[src/core/mcuops_pkg.sv]
// Purpose: Shared constants for the ALU/table-read execution slice
// Assumes: 8-bit data path, 14-bit program ROM words, 11-bit ROM address
// Notes:   Operation codes are local to this block
package mcuops_pkg;
    localparam int DW        = 8;
    localparam int ROMW      = 14;
    localparam int ROMAW     = 11;
    localparam int FAW       = 7;
    localparam int PTR_LO    = 0;
    localparam int PTR_HI    = 2;
    localparam int HD_W      = 6;
    localparam int HALF_BIT  = 4;
    localparam logic [DW-1:0]   RST_BYTE = 8'h00;
    localparam logic [HD_W-1:0] RST_HD   = 6'h00;

    // Operation selector presented with op_valid
    typedef enum logic [2:0] {
        MCUOPS_NOP      = 3'h0,
        MCUOPS_SUBI     = 3'h1,
        MCUOPS_TABLE    = 3'h2,
        MCUOPS_T0LOAD   = 3'h3,
        MCUOPS_T0READ   = 3'h4,
        MCUOPS_XORR     = 3'h5,
        MCUOPS_XORI     = 3'h6
    } mcuops_op_e;
endpackage : mcuops_pkg

[src/core/mcuops_core.sv]
// Purpose: Executes subtract-immediate, table read, timer0 mode moves, XOR
// Assumes: One op per cycle when op_ready; file register data is combinational
// Notes:   Table read holds op_ready low for its second cycle
//          Requests offered during that cycle are dropped, not queued
//
// How it works
// RQ1 - Immediate minus work register, flags, one cycle
// RQ2 - Carry set when no borrow occurs
// RQ3 - Table read: ROM at pointer, low byte
// RQ4 - ROM upper six bits to high data
// RQ5 - Work register to timer0 mode, one cycle
// RQ6 - Timer0 mode to work register, one cycle
// RQ7 - XOR with file register, destination bit
// RQ8 - XOR immediate into work register, zero only
// RQ9 - Zero flag tracks written result
`timescale 1ns/1ns
module mcuops_core (
    input  wire logic                        clk,
    input  wire logic                        rst_n,
    input  wire logic                        op_valid,
    input  wire mcuops_pkg::mcuops_op_e      op_code,
    input  wire logic [mcuops_pkg::DW-1:0]   op_imm,
    input  wire logic [mcuops_pkg::FAW-1:0]  op_faddr,
    input  wire logic                        op_dest,
    input  wire logic [mcuops_pkg::DW-1:0]   file_rdata,
    input  wire logic [mcuops_pkg::DW-1:0]   table_high_pointer,
    input  wire logic [mcuops_pkg::ROMW-1:0] rom_rdata,
    output logic                             op_ready,
    output logic [mcuops_pkg::FAW-1:0]       file_addr,
    output logic                             file_we,
    output logic [mcuops_pkg::DW-1:0]        file_wdata,
    output logic [mcuops_pkg::ROMAW-1:0]     rom_addr,
    output logic [mcuops_pkg::DW-1:0]        work_register,
    output logic [mcuops_pkg::DW-1:0]        timer0_mode_reg,
    output logic [mcuops_pkg::DW-1:0]        table_high_data,
    output logic                             zero_flag,
    output logic                             half_carry_flag,
    output logic                             carry_flag
);
    import mcuops_pkg::*;

    // Only the table read needs a second cycle, so two states suffice
    typedef enum logic {MCUOPS_IDLE, MCUOPS_TWAIT} mcuops_st_e;

    // Registered state and the arithmetic behind the next values
    mcuops_st_e        st_ff, nxt_st;
    logic [DW-1:0]     acc_ff, nxt_acc;
    logic [DW-1:0]     timer0_mode_reg_ff, nxt_timer0_mode_reg;
    logic [HD_W-1:0]   thd_ff, nxt_thd;
    logic              z_ff, nxt_z;
    logic              dc_ff, nxt_dc;
    logic              c_ff, nxt_c;
    logic [DW:0]       sub_full;
    logic [HALF_BIT:0] sub_half;
    logic [DW-1:0]     xr_res;
    logic              go;

    // The ROM address is held over both cycles so a synchronous ROM works
    // Only the pointer's three low bits reach the address
    assign rom_addr   = {table_high_pointer[PTR_HI:PTR_LO], acc_ff}; // RQ3
    assign op_ready   = (st_ff == MCUOPS_IDLE);
    assign go         = op_valid && op_ready;
    assign file_addr  = op_faddr;
    assign xr_res     = acc_ff ^ file_rdata;
    assign file_wdata = xr_res;
    // Write strobe lasts only the cycle in which the request is taken
    assign file_we    = go && (op_code == MCUOPS_XORR) && op_dest; // RQ7

    // Adding the inverse plus one: carry out high means no borrow
    assign sub_full = {1'h0, op_imm} + {1'h0, ~acc_ff} + 9'h001; // RQ1
    // Half carry is the same sum cut at the low nibble
    assign sub_half = {1'h0, op_imm[HALF_BIT-1:0]}
                    + {1'h0, ~acc_ff[HALF_BIT-1:0]} + 5'h01;

    // Next state of work register, timer0 mode, high data and flags
    always_comb begin
        nxt_st   = st_ff;
        nxt_acc  = acc_ff;
        nxt_timer0_mode_reg = timer0_mode_reg_ff;
        nxt_thd  = thd_ff;
        nxt_z    = z_ff;
        nxt_dc   = dc_ff;
        nxt_c    = c_ff;
        if (st_ff == MCUOPS_TWAIT) begin
            // Second cycle: flags untouched
            nxt_acc = rom_rdata[DW-1:0];            // RQ3
            nxt_thd = rom_rdata[ROMW-1:DW];         // RQ4
            nxt_st  = MCUOPS_IDLE;
        end else if (go) begin
            // NOP falls to the default and leaves every register alone
            case (op_code)
                MCUOPS_SUBI: begin
                    nxt_acc = sub_full[DW-1:0];     // RQ1
                    nxt_c   = sub_full[DW];         // RQ2
                    nxt_dc  = sub_half[HALF_BIT];   // RQ1
                    nxt_z   = (sub_full[DW-1:0] == RST_BYTE); // RQ9
                end
                MCUOPS_TABLE: nxt_st = MCUOPS_TWAIT; // RQ3
                MCUOPS_T0LOAD: nxt_timer0_mode_reg = acc_ff;   // RQ5
                MCUOPS_T0READ: nxt_acc = timer0_mode_reg_ff;   // RQ6
                MCUOPS_XORR: begin
                    if (!op_dest) begin
                        nxt_acc = xr_res;           // RQ7
                    end
                    nxt_z = (xr_res == RST_BYTE);   // RQ9
                end
                MCUOPS_XORI: begin
                    nxt_acc = acc_ff ^ op_imm;      // RQ8
                    nxt_z   = ((acc_ff ^ op_imm) == RST_BYTE); // RQ9
                end
                default: nxt_st = st_ff;
            endcase
        end
    end

    // Registers only
    always_ff @(posedge clk or negedge rst_n) begin
        if (!rst_n) begin
            st_ff   <= MCUOPS_IDLE;
            acc_ff  <= RST_BYTE;
            timer0_mode_reg_ff <= RST_BYTE;
            thd_ff  <= RST_HD;
            z_ff    <= 1'h0;
            dc_ff   <= 1'h0;
            c_ff    <= 1'h0;
        end else begin
            st_ff   <= nxt_st;
            acc_ff  <= nxt_acc;
            timer0_mode_reg_ff <= nxt_timer0_mode_reg;
            thd_ff  <= nxt_thd;
            z_ff    <= nxt_z;
            dc_ff   <= nxt_dc;
            c_ff    <= nxt_c;
        end
    end

    // Outputs come straight from the flip-flops
    assign work_register   = acc_ff;
    assign timer0_mode_reg = timer0_mode_reg_ff;
    assign table_high_data = {2'h0, thd_ff}; // Upper bits read zero
    assign zero_flag       = z_ff;
    assign half_carry_flag = dc_ff;
    assign carry_flag      = c_ff;
endmodule : mcuops_core

[config.mk]
export PLATFORM = sky130hd
export DESIGN_NAME = mcuops_core
export DESIGN_NICKNAME = d
export VERILOG_FILES = /design/src/core/mcuops_pkg.sv /design/src/core/mcuops_core.sv
export SDC_FILE = /design/constraint.sdc
export NUM_CORES = 1
export LEC_CHECK = 0
export CAP_MARGIN = 0
export CORE_MARGIN = 5
export CORE_UTILIZATION = 26
export DETAILED_ROUTE_END_ITERATION = 6
export DONT_BUFFER_PORTS = 1
export GPL_ROUTABILITY_DRIVEN = 0
export SLEW_MARGIN = 20
export SYNTH_ARGS = -nofsm -noshare
export SYNTH_HDL_FRONTEND = slang
export SYNTH_SLANG_ARGS = --single-unit
export TNS_END_PERCENT = 5
[constraint.sdc]
create_clock -name clk -period 3.35 [get_ports clk]
set_clock_uncertainty 0.15 [all_clocks]
set_input_delay 0.1675 -clock clk [delete_from_list [all_inputs] [get_ports clk]]
set_output_delay 0.1675 -clock clk [all_outputs]
set_load 0.02 [all_outputs]
== Yosys cells after proc, flatten, opt, wreduce, memory -nomap -nowiden ==
Cells that the tools add are included.

* $add $sub $neg: 4
* Eq/ne operators: 7
* Mux-type cells: 8
* Bitwise logic cells: 5
* Reductions and logical operators: 13

{| class="wikitable"
|+ Operators with widths
! cell !! count
|-
| $pmux W8 S4 || 1
|-
| $logic_not A8 Y1 || 3
|-
| $mux W8 || 3
|-
| $xor A8 B8 Y8 || 2
|-
| $reduce_and A3 Y1 || 4
|-
| $add A8 B8 Y9 || 1
|-
| $add A9 B1 Y9 const B || 1
|-
| $eq A3 B3 Y1 const B || 3
|-
| $not A8 Y8 || 1
|-
| $eq A3 B2 Y1 const B || 2
|-
| $add A4 B4 Y5 || 1
|-
| $add A5 B1 Y5 const B || 1
|-
| $reduce_bool A5 Y1 || 1
|-
| $not A4 Y4 || 1
|-
| $eq A3 B1 Y1 const B || 1
|-
| $logic_and A1 B1 Y1 || 3
|-
| $mux W1 || 3
|-
| $ne A3 B3 Y1 const B || 1
|-
| $pmux W1 S3 || 1
|-
| $reduce_bool A3 Y1 || 1
|-
| $reduce_bool A2 Y1 || 1
|-
| $not A1 Y1 || 1
|}

* Register bits after elaboration: 26
* Input bits: 52
* Output and inout port bits: 55
* Word-level logic and storage cells: 44

== Longest topological paths before layout ==
* Depth after elaboration: 6
* Mapped depth: 9
* Gate-level depth less buffers: 9

== Worst setup path before layout ==
Ideal clock, no wire load.

* Kind: reg2reg
* From: register acc_ff[0], in the netlist work_register[0]
* To: register z_ff, in the netlist zero_flag
* Library setup time: 82 ps
* Arrival time: 2358 ps
* Data required time: 3118 ps
* Slack: 760 ps
* Cell stages (with the launch flop): 9
* Buffers on the path: 0
* Period minus slack after synthesis: 2590 ps
* Cells stage by stage: dfrtp_1 -> ha_1 -> fa_1 -> nand2b_1 -> a21oi_1 -> xnor2_1 -> a2111o_1 -> a211o_1 -> a31oi_1

* Word-level cells in the longest chain between the ends: 5
* Elaborated cells on any way between the ends: 9
* Classes of those cells: add/sub: 2; mux: 1; bitwise: 3; reduce/logical: 3

{| class="wikitable"
|+ RTL lines
! what !! RTL line !! text
|-
| start, declared || mcuops_core.sv:47 || <nowiki>logic [DW-1:0] acc_ff, nxt_acc;</nowiki>
|-
| start signal, assigned || mcuops_core.sv:128 || <nowiki>acc_ff <= nxt_acc;</nowiki>
|-
| $not A8 Y8 || mcuops_core.sv:70 || <nowiki>assign sub_full = {1'h0, op_imm} + {1'h0, ~acc_ff} + 9'h001;</nowiki>
|-
| $add A8 B8 Y9 || mcuops_core.sv:70 ||
|-
| $add A9 B1 Y9 || mcuops_core.sv:70 ||
|-
| $logic_not A8 Y1 || mcuops_core.sv:96 || <nowiki>nxt_z = (sub_full[DW-1:0] == RST_BYTE);</nowiki>
|-
| $pmux W1 S3 * || mcuops_core.sv:91 || <nowiki>case (op_code)</nowiki>
|-
| end signal, assigned || mcuops_core.sv:131 || <nowiki>z_ff <= nxt_z;</nowiki>
|-
| end, declared || mcuops_core.sv:50 || <nowiki>logic z_ff, nxt_z;</nowiki>
|}

Every way passes the cells marked *; elsewhere a longest branch is shown, timed or not.
A chain may end at the register's enable or synchronous reset.

== Final worst setup path ==
Ends and elaborated chain as after synthesis.

==> metrics.md <==
| Metric | Value |
|---|---|
| Critical path capture point type | register |
| Fmax | 376 MHz |
| Critical path buffers and inverters | 0 |
| Crit path DAT | about 2.7 ns |
| Post-synth EDFFs | 0 |
| Setup violators final | 0 |
| Post-cts resize count | 0 |
| Critical path fanouts, max | 4 |
| Commonest non-fill, non-tap cell in the layout | dfrtp_1 |
| CP peak stage delay | 0.44 ns |
| Switching share of power | 49.3% |
| Critical Path RT | 3.40 ns |
| Starting Density | a little over a quarter |
| Cell Chain, Critical Path | ha_1, fa_1, nand2b_1, a21oi_1, xnor2_1, a2111o_1, a211o_1, a31oi_1 |
| Max-slew violations | 0 |
| 1st-pass router iterations | 4 |
| I/O pins | 107 |
| Grt total ovfl | 0 |
| Placed cell area | between 0.002 and 0.0025 mm² |
| Most frequent cells in the layout | dfrtp_1 (26), nor2_1 (23), dlygate4sd3_1 (18), nand2_1 (17), mux2_2 (16) |
| Minimum clock period | roughly 2.7 ns |
| Cells after synthesis | 230 |
| CTS tree | yes |
| Delay-heaviest family, CP | compound AO/OA/AOI/OAI gates |
| Hold crit path type | in2reg |
| Die height | 97.8 µm |
| Via-to-Cell Ratio | 5.04 |
| Yosys cell types | 46 |
| CTS clk-pin slew, worst paths | 0.09 ns |
| RSZ-0062 raised after global routing | no |
| Hold path depth | 2 |
| Skew-Pair Late Insertion Delay | 0.28 ns |
| Power density over the cells | 832 mW/mm² |
| Peak supply drop | 0.000261 V |
| Die area | ~0.0096 mm² |
| # diodes | 0 |
| Reg2reg end | zero_flag |
| Area Growth Syn to Fin | 15.2% |
| Vias | 1713 |
| Detail Route Antenna Nets | 0 |
| Post-Synthesis Cell Area | 0.00200 mm² |
| Hold_sp | op_code[2] |
| Nets | 300 |
| Die W | 97.8 µm |
| Initial antenna violation count | 0 |
| CP max-delay cell | fa_1 |
| Worst R2R Setup Slack | 0.69 ns |
| Max cap viols | 0 |
| Combinational power share | 53.4% |
| Clk network pwr share | between 10% and 20% |
| Power Internal | approximately 970 µW |
| Register area share after synthesis | between 30% and 40% |
| Layout cells sized above 1 | 15.1% |
| First-pass GRT wire length | 9690 µm |
| Setup TNS Final | 0 ns |
| FF+latch count, synth | 26 |
| Leak | 0.000988 µW |
| Outcome | finished, final reports clean |
| Routed len/inst | 17.6 µm |
| Seq pwr share | 32.7% |
| Slew at the pin closest to its max-slew limit | about 0.76 ns |
| Rows | 32 |
| CP Launch Type | register |
| Core box area | 0.00761 mm² |
| DRC viols | 0 |
| Vias in the first global route | 1842 |
| Worst-case clock buffer depth | 2 |
| Length in cells of the worst reg-to-reg path | 8 |
| Final Hold Fails | 0 |
| CTS H-tree depth | 1 |
| Post-synth ARST share | 100% |
| Ys flop type | dfrtp_1 |
| Setup CP Type | reg2reg |
| Gr usage total | 12.5% |
| Clock Sinks | 26 |
| Rel. slew slack | 48.8% |
| Largest net degree at the start of global routing | 27 |
| Tcrit/Tclk final | 79.5% |
| Violation count after the first detailed-route iteration | 60 |
| Mean Syn Cell Area | 8.71 µm² |
| TritonCTS Buffers | 3 |
| Post-DP HPWL | 4700 µm |
| Hold EP | work_register[1] |
| R2r startpoint | work_register[0] |
| NetSw | 947 µW |
| I/O Buffers | 0 |
| Synth warnings | 0 |
| Fillers | between 800 and 900 |
| Fin area | 0.00231 mm² |
| Root Driver | clkbuf_8 |
| Routed WL | 5990 µm |
[per-layer routing]
layer / vias up / GRT usage (%) / part of all wire, %
met2: 61 / 22.6 / 51
met4: 0 / 3.83 / 1.9
met3: 9 / 3.79 / 7.4
li1: 805 / - / -
met1: 838 / 14.2 / 40
met5: - / 0 / 0
[repair_timing]
| item | 4_1_cts | 5_1_grt |
|---|---|---|
| hold buffers | 19 | 0 |
| buffers inserted | 0 | 0 |
| endpoints found under the hold margin | 42 | 0 |
[power by group through the flow]
| stage | registers, µW | logic (µW) | clock network, µW |
|---|---|---|---|
| after floorplan | 682 | 756 | 0 |
| final | 627 | 1030 | 268 |
| after CTS | 632 | 1040 | 277 |
| after global routing | 646 | 1140 | 289 |
| after global placement | 634 | 996 | 0 |
| after detailed placement | 638 | 1000 | 0 |
[area by class of cell]
class / instances / area, µm² / area share (%)
Inverter: 16 / 60.1 / 2.60
Timing Repair Buffer: 29 / 275 / 11.9
Clock buffer: 3 / 41.3 / 1.79
Tap cell: 102 / 128 / 5.53
Multi-Input combinational cell: 163 / 1120 / 48.7
Sequential cell: 26 / 651 / 28.2
Clock inverter: 1 / 30.0 / 1.30
[metrics by stage]
step	util [%]	instances	hold WS (ns)	total power [µW]	setup slack (ns)
final	30.3	340	0.0100	1920	0.688
after global routing	30.3	340	0.0352	2070	0.493
after CTS	30.3	340	0.00371	1950	0.679
after detailed placement	26.8	317	-0.277	1640	0.693
after global placement	26.8	317	-0.277	1630	0.703
after floorplan	-	231	-0.278	1440	0.760
[cells by family (layout without fill, tap and decap cells)]
kind of cell / Yosys count / after routing / synth area share [%]
AOI/OAI and AO/OA: 54 / 54 / 18.6
xor gates and xnor gates: 11 / 11 / 4.81
adders and majority gates: 9 / 9 / 5.99
buffers and inverters: 42 / 49 / 11.7
DFF: 26 / 26 / 32.5
muxes: 18 / 18 / 9.99
other: 1 / 2 / 0.187
and+or+nand+nor: 69 / 69 / 16.3
[Yosys cell counts (3+ instances only)]
cell type / number / area [µm²]
nor2b_1: 4 / 25.0
nand2b_1: 7 / 43.8
a21oi_1: 10 / 50.1
or3_1: 3 / 18.8
o21ai_0: 13 / 65.1
buf_4: 20 / 150
and2_1: 3 / 18.8
ha_1: 8 / 100
nand3_1: 4 / 20.0
clkbuf_1: 5 / 18.8
a31oi_1: 3 / 18.8
dfrtp_1: 26 / 651
nand2_1: 17 / 63.8
o32ai_1: 5 / 43.8
nand4_1: 3 / 18.8
mux2_2: 16 / 180
xor2_1: 10 / 87.6
inv_1: 15 / 56.3
nor2_1: 23 / 86.3
[worst max-delay path by stage]
stage	depth (start not counted)	endpoint	start	slack, ns
after floorplan	8	zero_flag	work_register[0]	0.76
after global placement	8	zero_flag	work_register[0]	0.70
after detailed placement	8	zero_flag	work_register[0]	0.69
after CTS	8	zero_flag	work_register[0]	0.68
after global routing	8	zero_flag	work_register[0]	0.49
final	8	zero_flag	work_register[0]	0.69
No activity file was read; power rests on OpenSTA's default activity.
